==> config.mk <==
export PLATFORM = sky130hd
export DESIGN_NAME = changeover_ctrl
export DESIGN_NICKNAME = d
export VERILOG_FILES = /design/src/chg_pkg.sv /design/src/drive_health.sv /design/src/changeover_ctrl.sv
export VERILOG_INCLUDE_DIRS = /design/src
export SDC_FILE = /design/constraint.sdc
export NUM_CORES = 1
export LEC_CHECK = 0
export BUFFER_PORTS_ARGS = -buffer_cell sky130_fd_sc_hd__clkbuf_2
export CAP_MARGIN = 0
export CORE_UTILIZATION = 30
export DETAILED_ROUTE_END_ITERATION = 16
export SKIP_CTS_REPAIR_TIMING = 1
export SLEW_MARGIN = 10
export SYNTH_ARGS = -nofsm -noshare
export SYNTH_HDL_FRONTEND = slang
export SYNTH_HIERARCHICAL = 1
export SYNTH_SLANG_ARGS = --single-unit
==> constraint.sdc <==
create_clock -name clk -period 3.4 [get_ports clk]
set_input_delay 0.85 -clock clk [delete_from_list [all_inputs] [get_ports clk]]
set_output_delay 0.85 -clock clk [all_outputs]
set_load 0.02 [all_outputs]
==> src/chg_map.svh <==
// Purpose: offsets, field positions, reset values and timing counts for changeover control
// Assumes: 100 MHz clock, byte addressed AXI4-Lite with 32-bit words
// Notes: definitions only
`ifndef CHG_MAP_SVH
`define CHG_MAP_SVH
`define CLK_HZ 100000000
`define TICK_CYCLES (`CLK_HZ)
`define FAST_FAIL_S 2
`define SLOW_FAIL_S 10
`define RECOVER_S 2
`define SETTLE_S 30
`define HOUR_S 3600
`define CHG_MAX 3'h4
`define CTRL_OFS 4'h0
`define STAT_OFS 4'h4
`define CMD_OFS 4'h8
`define CTRL_RESET 32'h00000000
`define CTRL_AUTO_MUTE 0
`define CTRL_AUTO_LOW 1
`define CMD_PREF_A 0
`define CMD_PREF_B 1
`define CMD_TOGGLE 2
`define CMD_CLEAR 3
`define CMD_REMOTE 4
`endif

==> src/chg_pkg.sv <==
// Purpose: shared types for changeover control
// Assumes: nothing
// Notes: constants live in chg_map.svh
package chg_pkg;
    typedef enum logic [1:0] {SEL_AUTO, SEL_A, SEL_B} sel_sw_t;
    typedef enum logic [1:0] {MSW_AUTO, MSW_MUTE, MSW_START} mute_sw_t;
    typedef enum logic [1:0] {ST_SETTLE, ST_WATCH, ST_BLOCKED} chg_state_t;
endpackage

==> src/drive_health.sv <==
// Purpose: per-drive persistence timers for fail and recovery
// Assumes: sec_tick one cycle per second, ce freezes all state
// Notes: instantiated once per drive
`timescale 1ns/1ps
`include "chg_map.svh"
module drive_health (
    input wire logic clk,
    input wire logic resetn,
    input wire logic ce,
    input wire logic sec_tick,
    input wire logic fast_bad,
    input wire logic slow_bad,
    output logic failed
);
    logic [3:0] fast_cnt_r;
    logic [3:0] slow_cnt_r;
    logic [3:0] good_cnt_r;
    logic failed_r;
    wire fast_hit = fast_cnt_r >= 4'(`FAST_FAIL_S);
    wire slow_hit = slow_cnt_r >= 4'(`SLOW_FAIL_S);
    wire good_hit = good_cnt_r >= 4'(`RECOVER_S);
    assign failed = failed_r;
    // Counters restart on any break in the condition, so only continuous runs count
    always_ff @(posedge clk)
    begin
        if (!resetn)
        begin
            fast_cnt_r <= 4'h0;
            slow_cnt_r <= 4'h0;
            good_cnt_r <= 4'h0;
            failed_r <= 1'b0;
        end
        else if (ce)
        begin
            if (!fast_bad) fast_cnt_r <= 4'h0;
            else if (sec_tick && !fast_hit) fast_cnt_r <= fast_cnt_r + 4'h1;
            if (!slow_bad) slow_cnt_r <= 4'h0;
            else if (sec_tick && !slow_hit) slow_cnt_r <= slow_cnt_r + 4'h1;
            if (fast_bad || slow_bad) good_cnt_r <= 4'h0;
            else if (sec_tick && !good_hit) good_cnt_r <= good_cnt_r + 4'h1;
            if (fast_hit || slow_hit) failed_r <= 1'b1; // RULE7
            else if (good_hit) failed_r <= 1'b0; // RULE10
        end
    end
endmodule

==> src/changeover_ctrl.sv <==
// Purpose: automatic drive changeover and mute/power priority resolution
// Assumes: one clock at 100 MHz, synchronous active-low reset, AXI4-Lite registers
// Notes: interlock loop input is high when the loop is intact
//
// Implementation choices: the register offsets and the AXI4-Lite interface to the registers.
`timescale 1ns/1ps
`include "chg_map.svh"
// Functional notes
// RULE1 - Automatic changeover only in selector auto; manual positions force that drive.
// RULE2 - Automatic mute and power settings apply only with mute switch in auto.
// RULE3 - Standby drive toggles passive/active; its health reads unknown while passive.
// RULE4 - Preferred drive A or B accepted from keys, rear inputs or remote always.
// RULE5 - Count automatic changeovers zero to four, reported in auto selection.
// RULE6 - Any drive preference clears counter and inhibits changeover about 30 seconds.
// RULE7 - Drive fails after fast fail 2 s or slow fail 10 s continuously.
// RULE8 - Passive standby always taken; active standby taken only when not failed.
// RULE9 - Each changeover increments counter and starts a fresh 30 second settle.
// RULE10 - Recovered after 2 s all good; never reselected unless current drive fails.
// RULE11 - After four changeovers block until cleared by hour timeout or intervention.
// RULE12 - Changing auto mute or power settings clears counter and settles 30 s.
// RULE13 - Manual mute switch position obeyed, overridden only by open interlock.
// RULE14 - Manual mode power level comes only from the internal link.
// RULE15 - Auto mute priority: interlock, then external mute, then internal setting.
// RULE16 - Under interlock or external mute, local mute keys ignored, remote accepted.
// RULE17 - Auto mode external low-power input beats internal power setting.
// RULE18 - Under external low power, local power keys ignored, remote accepted.
// RULE19 - Low power chosen remotely or by keys only with mute switch in auto.
// RULE20 - Internal link low power overrides every automatic power setting.
// RULE21 - Open interlock loop counts as active interlock.
// RULE22 - All intervals derive from one seconds tick made from the clock.
module changeover_ctrl #(
    parameter int TICK_CYCLES = `TICK_CYCLES
) (
    input wire logic clk,
    input wire logic resetn,
    input wire logic ce,
    input wire chg_pkg::sel_sw_t sel_sw,
    input wire chg_pkg::mute_sw_t mute_sw,
    input wire logic key_pref_a,
    input wire logic key_pref_b,
    input wire logic key_toggle,
    input wire logic key_mute,
    input wire logic key_start,
    input wire logic key_high,
    input wire logic key_low,
    input wire logic rear_pref_a,
    input wire logic rear_pref_b,
    input wire logic ext_mute,
    input wire logic ext_low,
    input wire logic interlock_loop,
    input wire logic link_low,
    input wire logic a_fast_bad,
    input wire logic a_slow_bad,
    input wire logic b_fast_bad,
    input wire logic b_slow_bad,
    input wire logic [3:0] s_axi_awaddr,
    input wire logic s_axi_awvalid,
    output logic s_axi_awready,
    input wire logic [31:0] s_axi_wdata,
    input wire logic [3:0] s_axi_wstrb,
    input wire logic s_axi_wvalid,
    output logic s_axi_wready,
    output logic [1:0] s_axi_bresp,
    output logic s_axi_bvalid,
    input wire logic s_axi_bready,
    input wire logic [3:0] s_axi_araddr,
    input wire logic s_axi_arvalid,
    output logic s_axi_arready,
    output logic [31:0] s_axi_rdata,
    output logic [1:0] s_axi_rresp,
    output logic s_axi_rvalid,
    input wire logic s_axi_rready,
    output logic drive_b_sel,
    output logic standby_active,
    output logic tx_mute,
    output logic tx_low
);
    // Seconds tick
    logic [26:0] div_r;
    logic sec_tick;
    wire div_end = div_r == 27'(TICK_CYCLES - 1);
    always_ff @(posedge clk)
    begin
        if (!resetn) div_r <= 27'h0000000;
        else if (ce) div_r <= div_end ? 27'h0000000 : div_r + 27'h0000001; // RULE22
    end
    assign sec_tick = div_end;

    // Drive health
    logic a_failed;
    logic b_failed;
    drive_health u_health_a (
        .clk(clk),
        .resetn(resetn),
        .ce(ce),
        .sec_tick(sec_tick),
        .fast_bad(a_fast_bad),
        .slow_bad(a_slow_bad),
        .failed(a_failed)
    );
    drive_health u_health_b (
        .clk(clk),
        .resetn(resetn),
        .ce(ce),
        .sec_tick(sec_tick),
        .fast_bad(b_fast_bad),
        .slow_bad(b_slow_bad),
        .failed(b_failed)
    );

    // Register bus: single-beat slave, address and data taken together
    logic [31:0] ctrl_r;
    logic bvalid_r;
    logic rvalid_r;
    logic [31:0] rdata_r;
    logic [1:0] bresp_r;
    logic [1:0] rresp_r;
    wire wr_go = s_axi_awvalid && s_axi_wvalid && !bvalid_r;
    wire rd_go = s_axi_arvalid && !rvalid_r;
    wire wr_ctrl = wr_go && s_axi_awaddr == `CTRL_OFS && s_axi_wstrb[0];
    wire wr_cmd = wr_go && s_axi_awaddr == `CMD_OFS && s_axi_wstrb[0];
    wire wr_ok = s_axi_awaddr == `CTRL_OFS || s_axi_awaddr == `CMD_OFS;
    assign s_axi_awready = ce && wr_go;
    assign s_axi_wready = ce && wr_go;
    assign s_axi_arready = ce && rd_go;
    assign s_axi_bvalid = bvalid_r;
    assign s_axi_rvalid = rvalid_r;
    assign s_axi_bresp = bresp_r;
    assign s_axi_rresp = rresp_r;
    assign s_axi_rdata = rdata_r;

    // Remote command pulses
    wire rem_a = wr_cmd && s_axi_wdata[`CMD_PREF_A];
    wire rem_b = wr_cmd && s_axi_wdata[`CMD_PREF_B];
    wire rem_tog = wr_cmd && s_axi_wdata[`CMD_TOGGLE];
    wire rem_clr = wr_cmd && s_axi_wdata[`CMD_CLEAR];

    // Mute and power resolution
    wire ilock = !interlock_loop; // RULE21
    wire auto_mute_sw = mute_sw == chg_pkg::MSW_AUTO;
    wire mute_ovr = ilock || ext_mute;
    logic auto_mute_r;
    logic auto_low_r;
    // Local keys yield while an override holds; remote writes land whenever the mute switch is in auto
    wire key_mute_ok = !mute_ovr && (key_mute || key_start); // RULE16
    wire key_pwr_ok = !ext_low && auto_mute_sw && (key_high || key_low); // RULE18 RULE19
    wire rem_set = wr_ctrl && auto_mute_sw; // RULE19
    wire mute_nxt = rem_set ? s_axi_wdata[`CTRL_AUTO_MUTE] :
                    key_mute_ok ? key_mute : auto_mute_r;
    wire low_nxt = rem_set ? s_axi_wdata[`CTRL_AUTO_LOW] :
                   key_pwr_ok ? key_low : auto_low_r;
    wire set_change = ce && (mute_nxt != auto_mute_r || low_nxt != auto_low_r);
    always_ff @(posedge clk)
    begin
        if (!resetn)
        begin
            auto_mute_r <= 1'b0;
            auto_low_r <= 1'b0;
        end
        else if (ce)
        begin
            auto_mute_r <= mute_nxt;
            auto_low_r <= low_nxt;
        end
    end
    // Output priority per switch mode
    assign tx_mute = ilock ? 1'b1 :
                     !auto_mute_sw ? mute_sw == chg_pkg::MSW_MUTE : // RULE13
                     ext_mute ? 1'b1 : auto_mute_r; // RULE2 RULE15
    assign tx_low = link_low ? 1'b1 : // RULE20 RULE14
                    !auto_mute_sw ? 1'b0 :
                    ext_low ? 1'b1 : auto_low_r; // RULE17

    // Changeover state
    chg_pkg::chg_state_t state_r;
    logic sel_b_r;
    logic standby_act_r;
    logic [2:0] chg_cnt_r;
    logic [11:0] sec_cnt_r;
    wire pref_a = key_pref_a || rear_pref_a || rem_a;
    wire pref_b = key_pref_b || rear_pref_b || rem_b;
    wire pref_any = ce && (pref_a || pref_b);
    wire restart = pref_any || set_change || (ce && rem_clr); // RULE6 RULE12
    wire auto_sel = sel_sw == chg_pkg::SEL_AUTO;
    wire cur_failed = sel_b_r ? b_failed : a_failed;
    wire oth_failed = sel_b_r ? a_failed : b_failed;
    wire can_swap = !standby_act_r || !oth_failed; // RULE8
    wire do_swap = ce && auto_sel && state_r == chg_pkg::ST_WATCH && !restart
                   && cur_failed && can_swap;
    wire settle_done = sec_cnt_r >= 12'(`SETTLE_S - 1) && sec_tick;
    wire hour_done = sec_cnt_r >= 12'(`HOUR_S - 1) && sec_tick;
    always_ff @(posedge clk)
    begin
        if (!resetn)
        begin
            state_r <= chg_pkg::ST_SETTLE;
            sel_b_r <= 1'b0;
            standby_act_r <= 1'b0;
            chg_cnt_r <= 3'h0;
            sec_cnt_r <= 12'h000;
        end
        else if (ce)
        begin
            if (key_toggle || rem_tog) standby_act_r <= !standby_act_r; // RULE3
            if (restart)
            begin
                if (pref_a || pref_b) sel_b_r <= pref_b && !pref_a; // RULE4
                chg_cnt_r <= 3'h0;
                sec_cnt_r <= 12'h000;
                state_r <= chg_pkg::ST_SETTLE;
            end
            else if (do_swap)
            begin
                sel_b_r <= !sel_b_r; // RULE10
                chg_cnt_r <= chg_cnt_r + 3'h1; // RULE9
                sec_cnt_r <= 12'h000;
                state_r <= (chg_cnt_r + 3'h1 == `CHG_MAX) ? chg_pkg::ST_BLOCKED
                                                         : chg_pkg::ST_SETTLE;
            end
            else
            begin
                case (state_r)
                    chg_pkg::ST_SETTLE:
                    begin
                        if (settle_done) state_r <= chg_pkg::ST_WATCH;
                        else if (sec_tick) sec_cnt_r <= sec_cnt_r + 12'h001;
                    end
                    chg_pkg::ST_BLOCKED:
                    begin
                        // Hour timeout clears the counter and settles again
                        if (hour_done) // RULE11
                        begin
                            chg_cnt_r <= 3'h0;
                            sec_cnt_r <= 12'h000;
                            state_r <= chg_pkg::ST_SETTLE;
                        end
                        else if (sec_tick) sec_cnt_r <= sec_cnt_r + 12'h001;
                    end
                    chg_pkg::ST_WATCH: sec_cnt_r <= 12'h000;
                    default: state_r <= chg_pkg::ST_SETTLE;
                endcase
            end
        end
    end
    // Manual selector positions force the drive regardless of auto state
    assign drive_b_sel = auto_sel ? sel_b_r : sel_sw == chg_pkg::SEL_B; // RULE1
    assign standby_active = standby_act_r;

    // Status word: unknown health reported as code 2 while standby is passive
    wire [1:0] oth_health = !standby_act_r ? 2'h2 : {1'b0, oth_failed}; // RULE3
    wire [2:0] cnt_view = auto_sel ? chg_cnt_r : 3'h0; // RULE5
    wire [31:0] stat_word = {20'h00000, state_r, oth_health, cur_failed,
                             standby_act_r, sel_b_r, cnt_view, tx_low, tx_mute};
    wire [31:0] rd_word = s_axi_araddr == `CTRL_OFS ? {30'h0, auto_low_r, auto_mute_r} :
                          s_axi_araddr == `STAT_OFS ? stat_word : 32'h00000000;
    wire rd_ok = s_axi_araddr == `CTRL_OFS || s_axi_araddr == `STAT_OFS;
    always_ff @(posedge clk)
    begin
        if (!resetn)
        begin
            bvalid_r <= 1'b0;
            rvalid_r <= 1'b0;
            rdata_r <= 32'h00000000;
            bresp_r <= 2'h0;
            rresp_r <= 2'h0;
        end
        else if (ce)
        begin
            if (wr_go)
            begin
                bvalid_r <= 1'b1;
                bresp_r <= wr_ok ? 2'h0 : 2'h2;
            end
            else if (s_axi_bready) bvalid_r <= 1'b0;
            if (rd_go)
            begin
                rvalid_r <= 1'b1;
                rdata_r <= rd_word;
                rresp_r <= rd_ok ? 2'h0 : 2'h2;
            end
            else if (s_axi_rready) rvalid_r <= 1'b0;
        end
    end
endmodule

==> summary.txt <==
Clock tree
  – Clock Sinks: 90
  – CTS tree: done
  – # H-tree levels: 3
  – CTS buffer count: 9
  – CTS max path bufs: 2
  – CTS root buf: clkbuf_16
  – Worst-path clk slew: 0.06 ns
  – Worst skew pair latency: 0.35 ns

Timing
  – Final Hold Fails: 0
  – Setup_tns: 0 ns
  – Final Cycle Share: 82.2%
  – RSZ-0062 raised after global routing: false
  – Slew Limit Fails: 0
  – Max Clk Rate: 0.358 GHz
  – Final WS setup: 0.605 ns
  – Slew @ Worst Pin: 0.572 ns
  – Post-route minimum period: 2.79 ns
  – Endpoints failing setup: 0
  – Slew HR: 61.1%
  – Clk_skew: 0.00735 ns

Global route
  – Number of global-route vias before repair: 3,615
  – Overflow after GRT: 0
  – Total track usage: 12.9%
  – Initial antenna violation count: 0
  – Largest net degree at the start of global routing: 44
  – Global-route wire length before repair: 17,000 µm

Run status
  – Outcome: complete, no violations

Detailed routing
  – Routed Antenna Nets: 0
  – # DRC: 0
  – Vias: 4,017
  – 1st-pass router iterations: 4
  – Final WL: 10,200 µm
  – Starting DRT DRC Count: 265
  – Via/cell ratio: 4.66
  – WL/cell: 11.9 µm

Placed design
  – Port Buffers: 64
  – Routability cong.: 0.829
  – DPL Wire Length: 7680 µm
  – Place WS: 0.447 ns
  – Placed cells: 846

Critical path
  – Type of origin of the critical path: input pin
  – Critical-path top delay cell: nand3b_1
  – R2R depth: 6
  – CP top delay family: buffers and inverters
  – Crit path to: s_axi_arready
  – Max Fanout on Critical Path: 26
  – Crit-path max cell delay: 0.34 ns
  – CP cell instances: clkbuf_2 > buf_4 > nand3b_1 > inv_1 > clkbuf_2
  – CP Depth: 5
  – Worst path required time: 2.55 ns
  – Worst r2r dst: sec_cnt_r[4]
  – FF-to-FF setup slack: 0.93 ns
  – CP most frequent cell: clkbuf_2
  – Critical path capture point type: output port
  – Crit Path Class: in2out
  – FF-to-FF Start: sec_cnt_r[5]
  – Crit path from: ce
  – Buf/Inv on CP: 4
  – Crit path arrival time: 1.94 ns

Layout
  – Net count, final: 735
  – FF+latch area: 1800 µm²
  – Final Util: 35.8%
  – N_diodes: 0
  – Multi-input gate area: 2790 µm²
  – Non-Filler Instances: 862
  – Share of cells above drive strength 1: 16.7%
  – Syn-to-layout area delta: 16.6%
  – Filler cells: 1,648

Run
  – Max-cap viol count: 0

Floorplanning
  – Site Rows: 46
  – Chip height: 129 µm
  – Initial core utilization: 30.7%
  – Placeable Area: 15,800 µm²
  – # IOs: 118
  – Chip Width: 129 µm
  – Die area: 16,700 µm²

Pwr
  – Peak VDD IR: 253 µV
  – Leak Pwr: 2.18 nW
  – Pwr dens: 395 nW/µm²

Synth
  – Mapped Avg Cell Area: 8.50 µm²
  – Yosys reg bits: 90
  – Number of synthesized flops with an enable pin: 0
  – Syn Inst Count: 572
  – Post-Syn Area: 4860 µm²
  – Netlist cell types: 72
  – Synth area leaders: dfxtp_1, ha_1, nor2_1, buf_4, nand2_1
  – Most area-hungry cell type in the Yosys netlist: dfxtp_1
  – Top_reg_cell synth: dfxtp_1
  – Register area share after synthesis: 37.0%
  – Yosys top cell area share: 37.0%
  – Ys async rst share: 0%
  – Warnings, synthesis: 6

Min path
  – Hold WC Path Type: reg2reg
==> report_power, final <==
part | switching, mW | total, mW | internal (mW)
logic | 0.105 | 0.161 | 0.0554
clock network | 0.433 | 1.01 | 0.577
registers | 0.00887 | 1.07 | 1.06
==> final cells by class <==
type                            count  share of cell area [%]
Tap cell                          216                    4.77
Clock buffer                        9                    3.97
Timing Repair Buffer               74                    6.97
Multi-Input combinational cell    437                    49.2
Clock inverter                      7                    1.37
Sequential cell                    90                    31.8
Inverter                           29                    1.92
==> per-stage QoR <==
stage / hold slack (ns) / instance area (µm²) / power [mW]
finish: 0.470 / 5670 / 2.24
global route: 0.498 / 5670 / 2.34
CTS: 0.471 / 5670 / 2.28
detailed placement: 0.463 / 5370 / 1.26
global placement: 0.451 / 5370 / 1.26
floorplan: 0.437 / 4940 / 1.21
==> routing by layer <==
metal | track usage (%) | wire [µm] | vias to the layer above
met5 | 0 | 0 | -
li1 | - | - | 2104
met1 | 16.7 | 4960 | 1834
met4 | 4.43 | 145 | 0
met3 | 4.34 | 449 | 10
met2 | 20.1 | 4680 | 69
==> layout by cell type (no fill, tap or decap), types with 3 or more instances in the layout <==
master and instances:
ha_1 21, xnor2_1 19, nor2b_1 19, inv_1 29, dfxtp_1 90, or4_1 4, nor3_1 12, a31oi_1 3
or3_1 4, and2_1 9, nand4b_1 3, and4_1 4, nand2b_1 7, o211ai_1 5, nand3_1 29, o21a_1 6
mux2i_1 5, o22ai_1 6, nand3b_1 6, nand2_1 46, a21oi_1 10, a21boi_0 8, clkbuf_16 9, a22oi_1 12
nor2_1 68, conb_1 22, nand4_1 14, nor4_1 6, buf_4 10, a211oi_1 7, xor2_1 19, clkbuf_2 64
and3_1 5, o21ai_0 18
==> state kept, by name (all words and copies together), names as in the netlist, 2 cells and up <==
name / cells
u_health_a/good_cnt_r: 4
u_health_a/slow_cnt_r: 4
u_health_a/fast_cnt_r: 4
state_r: 2
u_health_b/fast_cnt_r: 4
u_health_b/good_cnt_r: 4
div_r: 27
s_axi_rdata: 12
u_health_b/slow_cnt_r: 4
sec_cnt_r: 12
chg_cnt_r: 3
==> cells by family after synthesis <==
family	share of synthesized area, %
and+or+nand+nor	27.3
DFF	37.0
muxes	1.54
xor gates and xnor gates	6.84
AOI/OAI and AO/OA	14.6
other	0.0771
adders and majority gates	5.40
buffers and inverters	7.18
==> Yosys cell counts, types with 2 or more instances <==
master	count
o22ai_1	6
nor4_1	6
nor2b_1	19
xor2_1	19
nor2_1	68
a22oi_1	12
nand3_1	29
nor3_1	12
a211oi_1	7
mux2i_1	5
o211ai_1	5
nand4_1	14
xnor2_1	19
and4_1	4
or4_1	4
dfxtp_1	90
a2111oi_2	2
inv_1	29
buf_2	3
and3_1	5
o211a_1	2
nand2b_1	7
a21oi_1	10
a31oi_1	3
nand4b_1	3
clkbuf_1	8
o21ai_0	18
a21boi_0	8
ha_1	21
a32oi_1	2
a21oi_2	2
nand2_1	46
and2_1	9
or3_1	4
buf_4	24
nand3b_1	6
o21a_1	6
==> worst reg2reg max path, cell delays in order (launching register included) <==
cell and delay [ns]:
dfxtp_1 0.35, or4_1 0.55, a311oi_1 0.43, mux2i_2 0.29, a21oi_2 0.42, a211oi_1 0.14
a31o_1 0.20
==> how the worst min path moves through the flow <==
stage          cells after the start  slack, ns                        to                      from
6_report                           2       0.47            s_axi_rdata[1]            s_axi_rdata[1]
5_1_grt                            2       0.50            s_axi_rdata[1]            s_axi_rdata[1]
4_1_cts                            2       0.47            s_axi_rdata[1]            s_axi_rdata[1]
3_5_place_dp                       2       0.46            s_axi_rdata[1]            s_axi_rdata[1]
3_3_place_gp                       2       0.45            s_axi_rdata[1]            s_axi_rdata[1]
2_1_floorplan                      2       0.44  u_health_b/good_cnt_r[2]  u_health_b/good_cnt_r[2]
(Power assumes the default switching activity.)
